$ cat config.mk
export PLATFORM = sky130hd
export DESIGN_NAME = chpf_host_port
export DESIGN_NICKNAME = d
export VERILOG_FILES = /design/src/common/chpf_pkg.sv /design/src/verilog/chpf_host_port.sv
export SDC_FILE = /design/constraint.sdc
export NUM_CORES = 1
export LEC_CHECK = 0
export BUFFER_PORTS_ARGS = -buffer_cell sky130_fd_sc_hd__buf_2
export CAP_MARGIN = 20
export CORE_MARGIN = 2
export CORE_UTILIZATION = 27
export DETAILED_ROUTE_END_ITERATION = 10
export MAX_ROUTING_LAYER = met4
export PLACE_DENSITY = 0.56
export SLEW_MARGIN = 20
export SYNTH_ARGS = -nofsm -noshare
export SYNTH_HDL_FRONTEND = slang
export SYNTH_SLANG_ARGS = --single-unit
$ cat constraint.sdc
create_clock -name core_clk -period 2.49 [get_ports core_clk]
set_clock_uncertainty 0.1 [all_clocks]
set_input_delay 0.249 -clock core_clk [delete_from_list [all_inputs] [get_ports core_clk]]
set_output_delay 0.249 -clock core_clk [all_outputs]
set_load 0.02 [all_outputs]
$ cat src/common/chpf_pkg.sv
// Package of constants and types for the lookup device host port and cascade flags
package chpf_pkg;

  // ***************************************************************
  // Widths
  // ***************************************************************
  localparam int unsigned DATA_W = 32;  // Data bus width
  localparam int unsigned PAGE_W = 4;   // Page output width
  localparam int unsigned AA_W = 13;    // Active address width
  localparam int unsigned AC_W = 13;    // Address/control bus width
  localparam int unsigned INSTR_W = 12; // Instruction field width on the data bus

  // ***************************************************************
  // Reset values
  // ***************************************************************
  localparam logic [AA_W-1:0] AA_RESET = 13'h0000;
  localparam logic [AA_W-1:0] AA_NONE = 13'h1FFF;     // All ones for no result
  localparam logic [PAGE_W-1:0] PAGE_NONE = 4'hF;
  localparam logic [DATA_W-1:0] DATA_RESET = 32'h00000000;
  localparam logic [AC_W-1:0] AC_RESET = 13'h0000;
  localparam logic [1:0] SYNC_RESET = 2'h3;           // Idle-high pins settle high

  // ***************************************************************
  // States of the host cycle state machine, followed from the strobe pin
  // ***************************************************************
  typedef enum logic [2:0] {
    CHPF_ST_IDLE = 3'b001,  // Strobe high, waiting for a cycle
    CHPF_ST_LOW = 3'b010,   // Strobe low, cycle sampled and held
    CHPF_ST_END = 3'b100    // One cycle after the rising edge: results update
  } chpf_state_type;

endpackage

$ cat src/verilog/chpf_host_port.sv
// Host control port, output latches and cascade flag logic of the lookup device
`timescale 1ns/1ps
module chpf_host_port (
  // Clock and reset
  input wire logic core_clk,
  input wire logic rst,
  // Host control pins
  input wire logic strobe_n,
  input wire logic select_a_n,
  input wire logic select_b_n,
  input wire logic write_n,
  input wire logic out_enable_n,
  input wire logic addr_valid_n,
  input wire logic segment_sel,
  input wire logic [chpf_pkg::AC_W-1:0] ctl_addr_in,
  // Data bus, three signals
  input wire logic [chpf_pkg::DATA_W-1:0] data_in,
  output logic [chpf_pkg::DATA_W-1:0] data_out,
  output logic data_oe_n,
  // Validity line, three signals
  input wire logic entry_valid_in_n,
  output logic entry_valid_out_n,
  output logic entry_valid_oe_n,
  // Cascade chain inputs
  input wire logic match_chain_in_n,
  input wire logic full_chain_in_n,
  // Page and active address outputs with enables
  output logic [chpf_pkg::PAGE_W-1:0] page_out,
  output logic page_oe_n,
  output logic [chpf_pkg::AA_W-1:0] active_addr_out,
  output logic active_addr_oe_n,
  // Flags
  output logic match_flag_n,
  output logic full_flag_n,
  output logic multi_match_out,
  output logic multi_match_oe_n,
  // Core side: configuration
  input wire logic [chpf_pkg::PAGE_W-1:0] cfg_page,
  input wire logic cfg_soft_mode,
  input wire logic cfg_lowest_prio,
  // Core side: results of the array
  input wire logic core_is_compare,
  input wire logic core_is_nf_write,
  input wire logic core_local_match,
  input wire logic core_multi_local,
  input wire logic core_all_valid,
  input wire logic [chpf_pkg::AA_W-1:0] core_result_addr,
  input wire logic [chpf_pkg::DATA_W-1:0] core_read_data,
  input wire logic core_read_valid_n,
  // Core side: sampled cycle
  output logic cyc_start,
  output logic cyc_selected,
  output logic cyc_write,
  output logic cyc_is_address,
  output logic cyc_is_instr,
  output logic cyc_upper_half,
  output logic cyc_set_valid,
  output logic [chpf_pkg::AC_W-1:0] cyc_ctl_addr,
  output logic [chpf_pkg::DATA_W-1:0] cyc_data
);

  // ***************************************************************
  // Pin synchronisers
  // ***************************************************************
  // Every pin passes the same two stages, so the bus pins read at a strobe
  // edge are the ones that stood beside that edge on the pins.
  // Order from the top: data, address/control, six cycle pins, then strobe,
  // output enable, match chain and full chain.
  logic [chpf_pkg::DATA_W+chpf_pkg::AC_W+9:0] pin_s1_q, pin_s1_d;
  logic [chpf_pkg::DATA_W+chpf_pkg::AC_W+9:0] pin_s2_q, pin_s2_d;

  // Next values: shift the pins in
  always_comb begin
    pin_s1_d = {data_in, ctl_addr_in, select_a_n, select_b_n, write_n, addr_valid_n,
                segment_sel, entry_valid_in_n, strobe_n, out_enable_n,
                match_chain_in_n, full_chain_in_n};
    pin_s2_d = pin_s1_q;
  end

  // Register both stages; every pin idles high, so reset to ones
  always_ff @(posedge core_clk) begin
    if (rst) begin
      pin_s1_q <= '1;
      pin_s2_q <= '1;
    end else begin
      pin_s1_q <= pin_s1_d;
      pin_s2_q <= pin_s2_d;
    end
  end

  // Synchronised levels, read only from the second stage
  logic strobe_s;
  logic oe_s;
  logic mi_s;
  logic fi_s;
  logic [chpf_pkg::DATA_W-1:0] p_dq;
  logic [chpf_pkg::AC_W-1:0] p_ac;
  logic p_sa, p_sb, p_w, p_av, p_seg, p_vb;
  assign {p_dq, p_ac, p_sa, p_sb, p_w, p_av, p_seg, p_vb,
          strobe_s, oe_s, mi_s, fi_s} = pin_s2_q;

  // ***************************************************************
  // Cycle state machine
  // ***************************************************************
  chpf_pkg::chpf_state_type state_q, state_d;
  logic sel_q, sel_d;         // Sampled selection
  logic wr_q, wr_d;           // Sampled write direction
  logic av_q, av_d;           // Sampled address-valid level
  logic seg_q, seg_d;         // Sampled segment select
  logic vb_q, vb_d;           // Sampled validity input
  logic [chpf_pkg::AC_W-1:0] ac_q, ac_d;
  logic [chpf_pkg::DATA_W-1:0] dq_q, dq_d;
  logic start_q, start_d;     // One-cycle pulse at the falling edge

  // Next state and sampled fields
  always_comb begin
    state_d = state_q;
    sel_d = sel_q;
    wr_d = wr_q;
    av_d = av_q;
    seg_d = seg_q;
    vb_d = vb_q;
    ac_d = ac_q;
    dq_d = dq_q;
    start_d = 1'b0;
    case (state_q)
      chpf_pkg::CHPF_ST_IDLE: begin
        // Falling edge samples the control pins
        if (!strobe_s) begin
          state_d = chpf_pkg::CHPF_ST_LOW;
          start_d = 1'b1;
          sel_d = !p_sa || !p_sb;
          wr_d = !p_w;
          av_d = p_av;
          seg_d = p_seg;
          ac_d = p_ac;
          // Data and validity only count on a write
          if (!p_w) begin
            vb_d = !p_vb;
            dq_d = p_dq;
          end
        end
      end
      chpf_pkg::CHPF_ST_LOW: begin
        // Rising edge ends the cycle
        if (strobe_s) begin
          state_d = chpf_pkg::CHPF_ST_END;
        end
      end
      chpf_pkg::CHPF_ST_END: begin
        state_d = chpf_pkg::CHPF_ST_IDLE;
      end
      default: begin
        state_d = chpf_pkg::CHPF_ST_IDLE;
      end
    endcase
  end

  // Register the cycle state
  always_ff @(posedge core_clk) begin
    if (rst) begin
      state_q <= chpf_pkg::CHPF_ST_IDLE;
      sel_q <= 1'b0;
      wr_q <= 1'b0;
      av_q <= 1'b0;
      seg_q <= 1'b0;
      vb_q <= 1'b0;
      ac_q <= chpf_pkg::AC_RESET;
      dq_q <= chpf_pkg::DATA_RESET;
      start_q <= 1'b0;
    end else begin
      state_q <= state_d;
      sel_q <= sel_d;
      wr_q <= wr_d;
      av_q <= av_d;
      seg_q <= seg_d;
      vb_q <= vb_d;
      ac_q <= ac_d;
      dq_q <= dq_d;
      start_q <= start_d;
    end
  end

  // Decoded cycle for the core
  assign cyc_start = start_q;
  assign cyc_selected = sel_q;
  assign cyc_write = wr_q;
  assign cyc_is_address = !cfg_soft_mode && !av_q;
  assign cyc_is_instr = cfg_soft_mode && av_q;
  assign cyc_upper_half = seg_q;
  assign cyc_set_valid = vb_q;
  assign cyc_ctl_addr = ac_q;
  // Software instruction keeps only the low field
  assign cyc_data = (cfg_soft_mode && av_q) ?
                    {{(chpf_pkg::DATA_W-chpf_pkg::INSTR_W){1'b0}},
                     dq_q[chpf_pkg::INSTR_W-1:0]} : dq_q;

  // ***************************************************************
  // Output latches and flags
  // ***************************************************************
  logic [chpf_pkg::AA_W-1:0] aa_q, aa_d;
  logic [chpf_pkg::PAGE_W-1:0] pa_q, pa_d;
  logic owner_q, owner_d;     // This device may drive the address outputs
  logic mf_q, mf_d;
  logic ff_q, ff_d;
  logic mm_q, mm_d;
  logic dq_oe_q, dq_oe_d;
  logic [chpf_pkg::DATA_W-1:0] dout_q, dout_d;
  logic vb_oe_q, vb_oe_d;
  logic vb_out_q, vb_out_d;
  logic aa_oe_q, aa_oe_d;

  // Next values of the latches; they move only in the end-of-cycle slot
  always_comb begin
    aa_d = aa_q;
    pa_d = pa_q;
    owner_d = owner_q;
    mf_d = mf_q;
    ff_d = ff_q;
    mm_d = mm_q;
    if (state_q == chpf_pkg::CHPF_ST_END) begin
      if (core_is_compare) begin
        // A deselected device shows only the match chain input
        mf_d = !((sel_q && core_local_match) || !mi_s);
        mm_d = sel_q && ((mi_s && core_multi_local) ||
                         (!mi_s && core_local_match));
        // Highest-priority responder owns the bus; none matched goes to lowest
        owner_d = (sel_q && core_local_match && mi_s) ||
                  (mi_s && !(sel_q && core_local_match) && cfg_lowest_prio);
        aa_d = (sel_q && core_local_match) ? core_result_addr :
               chpf_pkg::AA_NONE;
        pa_d = cfg_page;
      end else if (sel_q) begin
        // Memory access: show the accessed address
        owner_d = 1'b1;
        aa_d = core_result_addr;
        pa_d = cfg_page;
        // Next-free write into a full system reports all ones
        if (core_is_nf_write && core_all_valid && !fi_s) begin
          owner_d = cfg_lowest_prio;
          aa_d = chpf_pkg::AA_NONE;
        end
      end
      if (wr_q) begin
        ff_d = !(core_all_valid && !fi_s);
      end
    end
  end

  // Next values of the pin drivers
  always_comb begin
    // Data and validity driven only on a selected read while strobe low
    dq_oe_d = !(state_q == chpf_pkg::CHPF_ST_LOW && !strobe_s && sel_q && !wr_q &&
                !(cfg_soft_mode && av_q));
    dout_d = core_read_data;
    vb_oe_d = dq_oe_d;
    vb_out_d = core_read_valid_n;
    // Page and address share one enable
    // Enable follows the ownership decided in the slot that loads the address
    aa_oe_d = !(!oe_s && owner_d);
  end

  // Register outputs and latches
  always_ff @(posedge core_clk) begin
    if (rst) begin
      aa_q <= chpf_pkg::AA_RESET;
      pa_q <= chpf_pkg::PAGE_NONE;
      owner_q <= 1'b0;
      mf_q <= 1'b1;
      ff_q <= 1'b1;
      mm_q <= 1'b0;
      dq_oe_q <= 1'b1;
      dout_q <= chpf_pkg::DATA_RESET;
      vb_oe_q <= 1'b1;
      vb_out_q <= 1'b1;
      aa_oe_q <= 1'b1;
    end else begin
      aa_q <= aa_d;
      pa_q <= pa_d;
      owner_q <= owner_d;
      mf_q <= mf_d;
      ff_q <= ff_d;
      mm_q <= mm_d;
      dq_oe_q <= dq_oe_d;
      dout_q <= dout_d;
      vb_oe_q <= vb_oe_d;
      vb_out_q <= vb_out_d;
      aa_oe_q <= aa_oe_d;
    end
  end

  // Pin outputs straight from flip-flops; the multi match line is tied low
  assign active_addr_out = aa_q;
  assign active_addr_oe_n = aa_oe_q;
  assign page_out = pa_q;
  assign page_oe_n = aa_oe_q;
  assign match_flag_n = mf_q;
  assign full_flag_n = ff_q;
  // Open drain: drive low when pulling, else released
  assign multi_match_out = 1'b0;
  assign multi_match_oe_n = !mm_q;
  assign data_out = dout_q;
  assign data_oe_n = dq_oe_q;
  assign entry_valid_out_n = vb_out_q;
  assign entry_valid_oe_n = vb_oe_q;

endmodule

# Yosys cells after proc, flatten, opt, wreduce, memory -nomap -nowiden
# Index checks and enable logic that the tools add are counted.
# W data, S select, Z words.
# op_classes
n_eq_ne	5
muxes	15
n_bitwise	3
reduce_logical	47
# ops
cell	count
$mux W13	4
$mux W32	1
$logic_not A1 Y1	18
$logic_and A1 B1 Y1	17
$reduce_and A2 Y1	5
$mux W4	2
$mux W3	2
$pmux W3 S2	1
$mux W1	5
$logic_or A1 B1 Y1	4
$ne A2 B2 Y1 const B	2
$eq A3 B1 Y1 const B	1
$eq A3 B2 Y1 const B	1
$eq A3 B3 Y1 const B	1
$not A1 Y1	3
$reduce_and A3 Y1	1
$reduce_bool A2 Y1	1
$reduce_or A2 Y1	1
# word_totals
in_bits	114
elab_cells	91
ff_bits	220
output_inout_bits	110

# Depth between registers and ports, before layout
# Gate-level depths: netlist (run 1).
# logic_depth
depth_word	9
depth_mapped	5
depth_no_buf	3

# Worst setup path after synthesis (run 1)
# No wires, ideal clock.
# synth_timing
path_kind	register to register
startpoint	register state_q[1]
endpoint	register dq_q[27] in the netlist's numbering
stages_incl_launch_ff	6
t_required_ns	2.258
arrival_time_ns	1.361
setup_ns	0.132
synth_period_minus_slack_ns	1.593
n_path_buf	2
setup_slack_ns	0.897
path_cell_list	dfxtp_1 > or4b_4 > buf_6 > buf_6 > o21ai_0 > a21oi_1
# synth_between
elab_chain_len	2
# synth_lines
element	line	source
from (decl)	chpf_host_port.sv:105	chpf_pkg::chpf_state_type state_q, state_d;
from (signal assigned)	chpf_host_port.sv:162	state_q <= chpf_pkg::CHPF_ST_IDLE;
from (signal assigned)	chpf_host_port.sv:172	state_q <= state_d;
$eq A3 B1 Y1	chpf_host_port.sv:126	case (state_q)
$reduce_and A3 Y1 (no line)	--	
to (signal assigned)	chpf_host_port.sv:169	dq_q <= chpf_pkg::DATA_RESET;
to (signal assigned)	chpf_host_port.sv:179	dq_q <= dq_d;
to (decl)	chpf_host_port.sv:112	logic [chpf_pkg::DATA_W-1:0] dq_q, dq_d;
# Every way passes these cells.
# A chain may end at the register's enable or synchronous reset.

# Final worst setup path (run 1)
# layout_timing
startpoint	register av_q
endpoint	output port cyc_data[12] in the netlist's numbering
# layout_between
elab_chain_len	2
# layout_lines
element	line	source
from (decl)	chpf_host_port.sv:108	logic av_q, av_d;
from (signal assigned)	chpf_host_port.sv:175	av_q <= av_d;
$logic_and A1 B1 Y1	chpf_host_port.sv:194	assign cyc_data = (cfg_soft_mode && av_q) ?
$mux W32	chpf_host_port.sv:194	
to (decl)	chpf_host_port.sv:59	output logic [chpf_pkg::DATA_W-1:0] cyc_data
# Every way passes these cells.

==> impl_table.tex, run 1 <==
\begin{tabular}{lr}
\hline
Metric & Value \\
\hline
\multicolumn{2}{l}{\textbf{Outcome}} \\
\quad Result of the run & completed \\
\multicolumn{2}{l}{\textbf{Timing}} \\
\quad Highest attainable clock frequency & about 440 MHz \\
\quad Pins Over Slew Limit & 0 \\
\quad Slew at the pin closest to its max-slew limit & slightly below 0.8 ns \\
\quad Final hold viol count & 0 \\
\quad Final setup violation count & 0 \\
\quad Min cycle time layout & 2.258 ns \\
\quad Smallest hold slack & about 0.057 ns \\
\quad Total negative slack & 0 ns \\
\quad RSZ-0062 raised after global routing & false \\
\quad Fin crit share & 0.9070 \\
\quad Relative slew slack & 0.4806 \\
\multicolumn{2}{l}{\textbf{Floorplanning}} \\
\quad X dimension of the die & between 150 and 200 µm \\
\quad Standard-cell row count & 58 \\
\quad Floorplan core area & $\sim$0.025 mm² \\
\quad Die Footprint & $\sim$0.027 mm² \\
\quad Y dimension of the die & between 150 and 200 µm \\
\quad Initial core utilization & 0.2759 \\
\quad Number of placed I/O pins & 224 \\
\multicolumn{2}{l}{\textbf{Detailed routing}} \\
\quad Residual DRC & 0 \\
\quad Vias per cell & between 4 and 5 \\
\quad Number of iterations in the first detailed-routing pass & 6 \\
\quad Number of DRC markers after the initial detailed-route iteration & around 280 \\
\quad Number of vias after detailed routing & 5439 \\
\quad Routed Antenna Nets & 0 \\
\quad Routed wire per std cell & approximately 13 µm \\
\quad Routed wire length & 16870 µm \\
\multicolumn{2}{l}{\textbf{Placement}} \\
\quad Sum of net half-perimeters after detailed placement & 9926 µm \\
\quad Final RePlAce weighted congestion & between 0.7 and 0.8 \\
\quad Total of buffers placed on input and output ports & between 200 and 250 \\
\multicolumn{2}{l}{\textbf{Setup path}} \\
\quad Largest delay contributor family on the critical path & simple AND/OR/NAND/NOR gates \\
\quad Highest-delay cell along the critical path & sky130\_fd\_sc\_hd\_\_nand2\_1 \\
\quad Buf+Inv Stages, Crit Path & 1 \\
\quad Slowest cell delay on critical path & 0.48 ns \\
\quad R2r endpoint & dq\_q[24] \\
\quad Number of logic stages on the critical path including buffering & 3 \\
\quad Crit Path Category & flip-flop to primary output \\
\quad Launching point of the worst reg2reg path & state\_q[0] \\
\quad Critical path endpoint category & primary output \\
\quad Required time of the critical path & 2.14 ns \\
\quad Arrival @ worst endpoint & $\sim$1.9 ns \\
\quad Worst reg2reg setup slack & between 0.6 and 0.7 ns \\
\quad Critical path startpoint category & flip-flop \\
\quad Cell Chain, Critical Path & nand2\_1 -> and2\_1 -> buf\_2 \\
\quad Worst-path fanout max & 23 \\
\quad Number of cell instances on the worst register-to-register path & 3 \\
\multicolumn{2}{l}{\textbf{Clock tree}} \\
\quad Clock tree from TritonCTS & built \\
\quad TritonCTS buffer count & 24 \\
\quad Clock-pin slew of the registers on the worst-case setup and hold paths & approximately 0.06 ns \\
\quad Level count of the clock H-tree & 1 \\
\quad Number of instances resized during post-cts repair & 0 \\
\quad Maximum number of buffers from clock root to sink & 3 \\
\quad Buffers inserted during post-CTS setup optimization & 0 \\
\quad Clock sink count & between 200 and 250 \\
\quad Root Buffer Master & sky130\_fd\_sc\_hd\_\_clkbuf\_16 \\
\quad Worst skew pair latency & 0.51 ns \\
\multicolumn{2}{l}{\textbf{Global routing}} \\
\quad Via count of the first global-routing pass & 5212 \\
\quad Antenna violations before repair & 1 \\
\quad First-pass GRT wire length & 25630 µm \\
\quad Global route overflow & 0 \\
\quad Overall fraction of global-route tracks in use & 0.1207 \\
\quad Largest net degree at the start of global routing & 98 \\
\multicolumn{2}{l}{\textbf{Layout}} \\
\quad Footprint of the flip-flops and latches & $\sim$0.0044 mm² \\
\quad Layout Area Growth over Synthesis & 44.68\% \\
\quad Filler Cells Inserted & 2476 \\
\quad Fraction of final layout cells with drive strength greater than 1 & 0.3918 \\
\quad Post-layout nets & between 1000 and 1500 \\
\quad Area of the multi-input gates & approximately 0.0022 mm² \\
\quad Highest-count cells in the layout ignoring fill and taps & sky130\_fd\_sc\_hd\_\_buf\_2, sky130\_fd\_sc\_hd\_\_dfxtp\_1, sky130\_fd\_sc\_hd\_\_or2\_2 \\
\quad Most frequent standard cell in the layout excluding fill and tap cells & sky130\_fd\_sc\_hd\_\_buf\_2 \\
\multicolumn{2}{l}{\textbf{Synthesis}} \\
\quad Mean post-synth cell area & 10.60 µm² \\
\quad Async S/R FF share, synth & 0 \\
\quad Post-Syn Area & around 0.007 mm² \\
\quad Gate Count Post-Synth & $\sim$660 \\
\quad Count of flip-flops with a built-in enable after synthesis & 0 \\
\quad Post-synth top area share & 0.6304 \\
\quad Warnings from Yosys & 0 \\
\quad Flip-flop cell with the highest count after synthesis & sky130\_fd\_sc\_hd\_\_dfxtp\_1 \\
\quad Top cells by area, synth & sky130\_fd\_sc\_hd\_\_dfxtp\_1, sky130\_fd\_sc\_hd\_\_or2\_2, sky130\_fd\_sc\_hd\_\_a21oi\_1 \\
\quad Largest area contributor in the netlist & sky130\_fd\_sc\_hd\_\_dfxtp\_1 \\
\quad Yosys reg bits & 220 \\
\quad Number of distinct library cell variants in the gate-level netlist after synthesis & 38 \\
\quad Seq/Total Area, Yosys & 0.6304 \\
\quad Number of nets produced by synthesis & slightly below 800 \\
\multicolumn{2}{l}{\textbf{Min path}} \\
\quad Start point of the worst hold path & core\_all\_valid \\
\quad Hold Crit Class & primary input to flip-flop \\
\quad Hold depth & 3 \\
\quad Hold Path End & full\_flag\_n \\
\multicolumn{2}{l}{\textbf{Run}} \\
\quad Max cap viols & 0 \\
\multicolumn{2}{l}{\textbf{Power}} \\
\quad Maximum vdd drop & between 0.0003 and 0.0004 V \\
\quad Power Density & $\sim$760 mW/mm² \\
\quad Leakage power total & between 4 and 5 nW \\
\hline
\end{tabular}
## per-layer routing
metal / GRT usage / wire [µm] / vias up
met5: - / 0 / -
met4: 0.04585 / 468 / 0
met3: 0.02536 / 1064 / 40
met2: 0.2069 / 8047 / 158
met1: 0.1387 / 7294 / 2485
li1: - / - / 2756
## cell usage after synthesis (all sizes together), types with 2 or more instances
master,count
dfxtp,220
or2,112
a21oi,53
nand3,40
o21ai,38
clkbuf,35
nand2,33
nor2b,33
buf,25
and2,21
o221a,13
nor2,8
inv,5
a21o,2
a311oi,2
nor4b,2
o2111ai,2
## power breakdown
| part | total, mW | internal [mW] | switching [mW] | leakage [nW] |
|---|---|---|---|---|
| Clock | 3.45 | 2.09 | 1.36 | 0.381 |
| Combinational | 0.562 | 0.301 | 0.261 | 2.12 |
| Sequential | 3.69 | 3.65 | 0.0378 | 1.81 |
| Total | 7.71 | 6.04 | 1.66 | 4.31 |
## worst max path at each step
stage                               to  slack, ns       start
final                     cyc_data[12]       0.23        av_q
after global routing      cyc_data[12]       0.02        av_q
after CTS                 cyc_data[12]       0.13        av_q
after detailed placement      dq_q[20]       0.68  state_q[0]
after global placement    cyc_data[31]       0.70        av_q
after floorplan               dq_q[27]       0.90  state_q[1]
## worst reg2reg max path, cell delays in order (launching register included)
cell and delay [ns]:
sky130_fd_sc_hd__dfxtp_1 0.44, sky130_fd_sc_hd__or4b_4 0.78, sky130_fd_sc_hd__o21ai_0 0.29, sky130_fd_sc_hd__a21oi_1 0.09
## flip-flops by register name, summed over array words and instances (netlist names), 3 cells and up
signal and flops:
active_addr_out 13, cyc_ctl_addr 13, data_out 32, dq_q 32
page_out 4, pin_s1_q 55, pin_s2_q 55, state_q 3
## final cells by class
| type | instances | share of cell area |
|---|---|---|
| Sequential cell | 220 | 0.4357 |
| Inverter | 6 | 0.002228 |
| Multi-Input combinational cell | 373 | 0.2217 |
| Timing Repair Buffer | 333 | 0.2226 |
| Antenna cell | 2 | 0.0004951 |
| Tap cell | 330 | 0.04085 |
| Clock buffer | 39 | 0.07204 |
| Clock inverter | 4 | 0.004456 |
## stage by stage
step	worst slack, ns	instances	utilization	cell area [µm²]	total power, mW
after floorplan	0.8966	659	-	6987	4.017
after global placement	0.6986	1156	0.3265	8269	4.199
after detailed placement	0.6767	1156	0.3265	8269	4.203
after CTS	0.1315	1305	0.3989	10100	7.839
after global routing	0.01901	1306	0.3990	10110	8.045
final	0.2317	1307	0.3991	10110	7.707
## cell families after synthesis
family | synth area share
compound gates | 0.09957
buf+inv | 0.04889
flops | 0.6304
mux | 0.001612
other cells | 0.0005367
simple gates | 0.2190
## what timing repair did
action / CTS / global route
hold buffers: 106 / 0
endpoints found under the hold margin: 106 / 0
setup endpoints to repair: 0 / 0
No activity file was read; power rests on OpenSTA's default activity.
==> run 2, diff against run 1 <==
--- a/config.mk
+++ b/config.mk
@@ -5,6 +5,7 @@
 export SDC_FILE = /design/constraint.sdc
 export NUM_CORES = 1
 export LEC_CHECK = 0
+export ABC_AREA = 1
 export BUFFER_PORTS_ARGS = -buffer_cell sky130_fd_sc_hd__buf_2
 export CAP_MARGIN = 20
 export CORE_MARGIN = 2
==> constraint.sdc (replaced) <==
create_clock -name core_clk -period 2.5 [get_ports core_clk]
set_clock_uncertainty 0.1 [all_clocks]
set_input_delay 0.25 -clock core_clk [delete_from_list [all_inputs] [get_ports core_clk]]
set_output_delay 0.25 -clock core_clk [all_outputs]
set_load 0.02 [all_outputs]
==> run 2 against run 1 <==
- area after synthesis up 3.8%
- first-iteration DRC count is 19% lower
- wire length increased by 3.0%
- clock power is essentially flat
- largest cell class unchanged
- power is essentially flat
- combinational power up 3.6%
- hold slack worse by 0.056 ns
- setup slack improved by 0.13 ns
- count of clock-buffer cells in the layout decreased by 5
- critical endpoint is now cyc_data[23]
- via count grew 7.7%
- non-clock buffer count rose by 9
==> impl_table.tex, run 2 <==
\begin{tabular}{lr}
\hline
Metric & Value \\
\hline
\multicolumn{2}{l}{\textbf{Timing}} \\
\quad Final hold viol count & 0 \\
\quad Relative slew slack & 0.5636 \\
\quad Highest attainable clock frequency & 466.8 MHz \\
\quad RSZ-0062 raised after global routing & false \\
\quad Slew at the pin closest to its max-slew limit & about 0.65 ns \\
\quad Min cycle time layout & roughly 2.1 ns \\
\quad Total negative slack & 0 ns \\
\quad Pins Over Slew Limit & 0 \\
\quad Final setup violation count & 0 \\
\quad Fin crit share & 0.8570 \\
\multicolumn{2}{l}{\textbf{Synthesis}} \\
\quad Flip-flop cell with the highest count after synthesis & sky130\_fd\_sc\_hd\_\_dfxtp\_1 \\
\quad Largest area contributor in the netlist & sky130\_fd\_sc\_hd\_\_dfxtp\_1 \\
\quad Async S/R FF share, synth & 0 \\
\quad Seq/Total Area, Yosys & 0.6075 \\
\quad Top cells by area, synth & sky130\_fd\_sc\_hd\_\_dfxtp\_1, sky130\_fd\_sc\_hd\_\_or2\_2, sky130\_fd\_sc\_hd\_\_nor2\_1 \\
\quad Post-Syn Area & 0.007249 mm² \\
\quad Most common library cells after synthesis & sky130\_fd\_sc\_hd\_\_dfxtp\_1, sky130\_fd\_sc\_hd\_\_nor2\_1, sky130\_fd\_sc\_hd\_\_nand2\_1 \\
\quad Number of distinct library cell variants in the gate-level netlist after synthesis & 22 \\
\quad Most frequent cell after synthesis & sky130\_fd\_sc\_hd\_\_dfxtp\_1 \\
\quad Gate Count Post-Synth & 850 \\
\quad Count of flip-flops with a built-in enable after synthesis & 0 \\
\quad Mean post-synth cell area & $\sim$8.5 µm² \\
\quad Number of nets produced by synthesis & 964 \\
\quad Post-synth top area share & 0.6075 \\
\quad Yosys reg bits & 220 \\
\quad Warnings from Yosys & 0 \\
\multicolumn{2}{l}{\textbf{Power}} \\
\quad Power Density & 735.6 mW/mm² \\
\quad Maximum vdd drop & 0.0005554 V \\
\quad Leakage power total & 5.159 nW \\
\multicolumn{2}{l}{\textbf{Layout}} \\
\quad Regs by FF count & pin\_s1\_q (55), pin\_s2\_q (55) \\
\quad Footprint of the flip-flops and latches & 0.004404 mm² \\
\quad Layout Area Growth over Synthesis & 44.42\% \\
\quad Highest-count cells in the layout ignoring fill and taps & sky130\_fd\_sc\_hd\_\_buf\_2, sky130\_fd\_sc\_hd\_\_dfxtp\_1, sky130\_fd\_sc\_hd\_\_nor2\_1 \\
\quad Most frequent standard cell in the layout excluding fill and tap cells & sky130\_fd\_sc\_hd\_\_buf\_2 \\
\quad Area of the multi-input gates & 0.002106 mm² \\
\quad Filler Cells Inserted & 2641 \\
\quad Post-layout nets & 1279 \\
\quad Fraction of final layout cells with drive strength greater than 1 & 0.3229 \\
\quad Final cell area excluding filler cells & roughly 0.010 mm² \\
\multicolumn{2}{l}{\textbf{Detailed routing}} \\
\quad Routed Antenna Nets & 0 \\
\quad Residual DRC & 0 \\
\quad Routed wire length & about 17000 µm \\
\quad Number of iterations in the first detailed-routing pass & 4 \\
\quad Routed wire per std cell & 11.46 µm \\
\quad Number of DRC markers after the initial detailed-route iteration & between 200 and 250 \\
\quad Number of vias after detailed routing & 5858 \\
\quad Vias per cell & 3.864 \\
\multicolumn{2}{l}{\textbf{Placement}} \\
\quad Area post-placement & roughly 0.0086 mm² \\
\quad Total of buffers placed on input and output ports & around 220 \\
\quad Sum of net half-perimeters after detailed placement & approximately 11000 µm \\
\quad Final RePlAce weighted congestion & 0.7626 \\
\multicolumn{2}{l}{\textbf{Setup path}} \\
\quad Arrival @ worst endpoint & $\sim$1.8 ns \\
\quad Worst-path fanout max & 13 \\
\quad Critical path startpoint category & flip-flop \\
\quad Number of cell instances on the worst register-to-register path & 7 \\
\quad End of the critical path & cyc\_data[23] \\
\quad Critical Path Start & av\_q \\
\quad Worst reg2reg setup slack & $\sim$0.78 ns \\
\quad Crit Path Category & flip-flop to primary output \\
\quad Launching point of the worst reg2reg path & state\_q[1] \\
\quad Required time of the critical path & 2.15 ns \\
\quad R2r endpoint & cyc\_set\_valid \\
\quad Critical path endpoint category & primary output \\
\multicolumn{2}{l}{\textbf{Min path}} \\
\quad Hold Crit Class & primary input to flip-flop \\
\quad Start point of the worst hold path & cfg\_soft\_mode \\
\multicolumn{2}{l}{\textbf{Global routing}} \\
\quad Global route overflow & 0 \\
\quad Via count of the first global-routing pass & a little under 6000 \\
\quad Overall fraction of global-route tracks in use & 0.1242 \\
\quad First-pass GRT wire length & roughly 28000 µm \\
\quad Largest net degree at the start of global routing & 75 \\
\quad Antenna violations before repair & 1 \\
\multicolumn{2}{l}{\textbf{Floorplanning}} \\
\quad Number of placed I/O pins & 224 \\
\quad X dimension of the die & 167.9 µm \\
\quad Die Footprint & between 0.02 and 0.03 mm² \\
\quad Standard-cell row count & 59 \\
\quad Y dimension of the die & approximately 170 µm \\
\quad Floorplan core area & around 0.026 mm² \\
\quad Initial core utilization & 0.2766 \\
\multicolumn{2}{l}{\textbf{Clock tree}} \\
\quad TritonCTS buffer count & 25 \\
\quad Clock tree from TritonCTS & built \\
\quad Worst skew pair latency & 0.52 ns \\
\quad Root Buffer Master & sky130\_fd\_sc\_hd\_\_clkbuf\_16 \\
\quad Level count of the clock H-tree & 1 \\
\quad Number of instances resized during post-cts repair & 0 \\
\quad Clock-pin slew of the registers on the worst-case setup and hold paths & 0.06 ns \\
\quad Clock sink count & 220 \\
\quad Maximum number of buffers from clock root to sink & 3 \\
\quad Buffers inserted during post-CTS setup optimization & 0 \\
\multicolumn{2}{l}{\textbf{Outcome}} \\
\quad Result of the run & completed \\
\multicolumn{2}{l}{\textbf{Run}} \\
\quad Max cap viols & 0 \\
\hline
\end{tabular}
[run 2: changes by cell type in the layout (fill, tap and decap cells not counted), sizes merged, moves of 15 or more]
| cell | change |
|---|---|
| inv | +113 |
| nor2 | +150 |
| a21oi | -32 |
| nand2 | +85 |
| and2 | -21 |
| nand3 | -26 |
| nor2b | -33 |
| o21ai | -20 |
| nor3 | +15 |
[run 2: power breakdown]
part           leakage [nW]  internal [mW]  switching [mW]  total [mW]
combinational          2.97          0.308           0.274       0.582
sequential             1.81           3.64          0.0380        3.68
clock                 0.381           2.03            1.41        3.44
[run 2: per-stage QoR]
step	instances	worst slack [ns]	util	hold slack, ns	power (mW)
detailed placement	1361	0.7911	0.3270	0.2923	4.200
finish	1516	0.3576	0.3995	0.0007516	7.702
global placement	1361	0.8362	0.3270	0.2921	4.196
CTS	1515	0.2181	0.3994	0.001580	7.827
global route	1516	0.1599	0.3995	0.01406	8.044
floorplan	850	1.084	-	0.2538	4.009
[run 2: critical path, stage by stage, from the launching register on]
cell                      delay [ns]
sky130_fd_sc_hd__dfxtp_1        0.36
sky130_fd_sc_hd__nand2_1        0.11
sky130_fd_sc_hd__inv_1          0.32
sky130_fd_sc_hd__buf_4          0.26
sky130_fd_sc_hd__nor2_1         0.06
sky130_fd_sc_hd__buf_2          0.15
[run 2: cell type report]
type                            count  share of cell area
Sequential cell                   220              0.4207
Inverter                          118             0.04230
Timing Repair Buffer              342              0.2216
Clock buffer                       34             0.06585
Antenna cell                        1           0.0002390
Tap cell                          335             0.04003
Multi-Input combinational cell    458              0.2011
Clock inverter                      8            0.008246
[run 2: routing by layer]
metal  vias to the layer above  routed length [µm]  global-route usage
met5                         -                   0                   -
met4                         0                 662             0.05028
met3                        46                 837             0.02445
met2                       157                8078              0.2055
met1                      2547                7795              0.1486
li1                       3108                   -                   -
[run 2: worst min path at each step]
stage	end	slack, ns	cells after the start
floorplan	entry_valid_out_n	0.25	1
global placement	pin_s2_q[0]	0.29	1
detailed placement	pin_s2_q[27]	0.29	1
CTS	entry_valid_oe_n	0.002	4
global route	entry_valid_oe_n	0.01	4
finish	entry_valid_oe_n	0.0008	4
[run 2: timing repair]
action,in CTS,in global routing
hold buffers,112,0
setup endpoints to repair,0,0
endpoints found under the hold margin,110,0
[run 2: cell families after synthesis]
kind of cell,count (synthesis),synth area share
and+or+nand+nor,418,0.2630
AOI/OAI and AO/OA,39,0.02692
DFF,220,0.6075
other,1,0.0005173
buffers and inverters,172,0.1020
==> run 3, diff against run 2 <==
==> constraint.sdc (replaced) <==
create_clock -name core_clk -period 2.6 [get_ports core_clk]
set_clock_uncertainty 0.1 [all_clocks]
set_input_delay 0.26 -clock core_clk [delete_from_list [all_inputs] [get_ports core_clk]]
set_output_delay 0.26 -clock core_clk [all_outputs]
set_load 0.02 [all_outputs]
==> run 3 against run 2 <==
- global-route usage increased by 0.080 points
- wire length grew 0.11%
- critical endpoint is now cyc_data[24]
- setup slack better by 0.071 ns
- final area is 0.38% lower
- count of clock-buffer cells in the layout increased by 2
- largest cell class unchanged
- sequential cell count stayed put
==> impl_table.tex, run 3 (synthesis results as in run 2) <==
\begin{tabular}{lr}
\hline
Metric & Value \\
\hline
\multicolumn{2}{l}{\textbf{Outcome}} \\
\quad Result of the run & completed \\
\multicolumn{2}{l}{\textbf{Layout}} \\
\quad Regs by FF count & pin\_s1\_q (55), pin\_s2\_q (55) \\
\quad Highest-count cells in the layout ignoring fill and taps & sky130\_fd\_sc\_hd\_\_buf\_2, sky130\_fd\_sc\_hd\_\_dfxtp\_1, sky130\_fd\_sc\_hd\_\_nor2\_1 \\
\quad Post-layout nets & approximately 1300 \\
\quad Area of the multi-input gates & around 0.0021 mm² \\
\quad Fraction of final layout cells with drive strength greater than 1 & 0.3265 \\
\quad Layout Area Growth over Synthesis & 43.87\% \\
\quad Footprint of the flip-flops and latches & approximately 0.0044 mm² \\
\quad Fin util & 0.3980 \\
\quad Filler Cells Inserted & 2634 \\
\quad Most frequent standard cell in the layout excluding fill and tap cells & sky130\_fd\_sc\_hd\_\_buf\_2 \\
\quad Number of antenna diodes & 0 \\
\multicolumn{2}{l}{\textbf{Global routing}} \\
\quad First-pass GRT wire length & roughly 28000 µm \\
\quad Overall fraction of global-route tracks in use & 0.1250 \\
\quad Global route overflow & 0 \\
\quad Via count of the first global-routing pass & $\sim$5700 \\
\quad Largest net degree at the start of global routing & approximately 70 \\
\quad Antenna violations before repair & 0 \\
\multicolumn{2}{l}{\textbf{Timing}} \\
\quad Slew at the pin closest to its max-slew limit & slightly below 0.6 ns \\
\quad Total negative slack & 0 ns \\
\quad Pins Over Slew Limit & 0 \\
\quad Final setup violation count & 0 \\
\quad Highest attainable clock frequency & between 400 and 500 MHz \\
\quad Relative slew slack & 0.6134 \\
\quad Final hold viol count & 0 \\
\quad Min cycle time layout & 2.172 ns \\
\quad RSZ-0062 raised after global routing & false \\
\quad Final worst slack & 0.4281 ns \\
\quad Fin crit share & 0.8353 \\
\quad Smallest hold slack & about 0.086 ns \\
\multicolumn{2}{l}{\textbf{Clock tree}} \\
\quad Clock sink count & 220 \\
\quad Worst skew pair latency & about 0.52 ns \\
\quad Root Buffer Master & sky130\_fd\_sc\_hd\_\_clkbuf\_16 \\
\quad Level count of the clock H-tree & 1 \\
\quad Maximum number of buffers from clock root to sink & 3 \\
\quad CTS Hold Bufs & 109 \\
\quad Clock tree from TritonCTS & built \\
\quad Number of instances resized during post-cts repair & 0 \\
\quad Clock-pin slew of the registers on the worst-case setup and hold paths & $\sim$0.06 ns \\
\quad TritonCTS buffer count & 24 \\
\quad Buffers inserted during post-CTS setup optimization & 0 \\
\multicolumn{2}{l}{\textbf{Detailed routing}} \\
\quad Routed Antenna Nets & 0 \\
\quad Routed wire length & between 15000 and 20000 µm \\
\quad Number of DRC markers after the initial detailed-route iteration & between 200 and 250 \\
\quad Number of iterations in the first detailed-routing pass & 4 \\
\quad Routed wire per std cell & approximately 11 µm \\
\quad Residual DRC & 0 \\
\quad Vias per cell & between 3 and 4 \\
\quad Number of vias after detailed routing & about 5900 \\
\multicolumn{2}{l}{\textbf{Min path}} \\
\quad Hold Crit Class & primary input to flip-flop \\
\quad Hold depth & 5 \\
\quad Start point of the worst hold path & cfg\_lowest\_prio \\
\quad Hold Path End & owner\_q \\
\multicolumn{2}{l}{\textbf{Power}} \\
\quad Leakage power total & between 5 and 6 nW \\
\quad Maximum vdd drop & 0.0004823 V \\
\quad Power Density & approximately 710 mW/mm² \\
\multicolumn{2}{l}{\textbf{Setup path}} \\
\quad Crit Path Category & primary input to primary output \\
\quad Worst-path fanout max & 12 \\
\quad Required time of the critical path & about 2.2 ns \\
\quad Critical path startpoint category & primary input \\
\quad R2r endpoint & cyc\_set\_valid \\
\quad Number of cell instances on the worst register-to-register path & 7 \\
\quad Arrival @ worst endpoint & around 1.8 ns \\
\quad Worst reg2reg setup slack & roughly 0.90 ns \\
\quad Launching point of the worst reg2reg path & state\_q[1] \\
\quad Critical path endpoint category & primary output \\
\multicolumn{2}{l}{\textbf{Placement}} \\
\quad Worst slack at placement & 0.8837 ns \\
\quad Total of buffers placed on input and output ports & between 200 and 250 \\
\quad Sum of net half-perimeters after detailed placement & 10880 µm \\
\quad Final RePlAce weighted congestion & between 0.7 and 0.8 \\
\multicolumn{2}{l}{\textbf{Run}} \\
\quad Max cap viols & 0 \\
\multicolumn{2}{l}{\textbf{Floorplanning}} \\
\quad Initial core utilization & 0.2766 \\
\quad Standard-cell row count & slightly below 60 \\
\quad Y dimension of the die & 167.9 µm \\
\quad Die Footprint & between 0.02 and 0.03 mm² \\
\quad Floorplan core area & about 0.026 mm² \\
\quad Number of placed I/O pins & 224 \\
\quad X dimension of the die & approximately 170 µm \\
\hline
\end{tabular}
[run 3: layout make-up]
class	count	share of cell area
inverters	118	0.04247
repair buffers	339	0.2183
clock buffers	36	0.06958
multi-input cells	458	0.2019
well taps	335	0.04019
flip-flops and latches	220	0.4223
clock inverters	8	0.005278
[run 3: worst max-delay path, stage by stage]
cell and delay (ns):
sky130_fd_sc_hd__dlygate4sd3_1 0.53, sky130_fd_sc_hd__buf_2 0.11, sky130_fd_sc_hd__nand2_1 0.07, sky130_fd_sc_hd__inv_1 0.36, sky130_fd_sc_hd__buf_4 0.27, sky130_fd_sc_hd__nor2_1 0.06, sky130_fd_sc_hd__buf_2 0.15
[run 3: worst max-delay path by stage]
| stage | start | end | depth (start not counted) |
|---|---|---|---|
| floorplan | av_q | cyc_data[22] | 4 |
| global placement | cfg_soft_mode | cyc_data[20] | 6 |
| detailed placement | cfg_soft_mode | cyc_data[24] | 6 |
| CTS | cfg_soft_mode | cyc_data[24] | 7 |
| global route | cfg_soft_mode | cyc_data[27] | 7 |
| finish | cfg_soft_mode | cyc_data[24] | 7 |
[run 3: where the power goes]
| part | switching [mW] | total (mW) | internal, mW |
|---|---|---|---|
| Combinational | 0.263 | 0.555 | 0.291 |
| Clock | 1.35 | 3.28 | 1.93 |
| Sequential | 0.0350 | 3.53 | 3.50 |
[run 3: metrics by stage]
stage                     instances  power, mW  cell area [µm²]
after floorplan                 850      3.855             7249
after global placement         1361      4.031             8558
after detailed placement       1361      4.036             8558
after CTS                      1514      7.497            10430
after global routing           1514      7.704            10430
final                          1514      7.369            10430
[run 3: routing by layer]
metal	vias to the layer above	GRT usage	share of wire
li1	3100	-	-
met1	2550	0.1516	0.45
met2	170	0.2082	0.47
met3	47	0.02445	0.048
met4	0	0.04272	0.032
met5	-	-	0
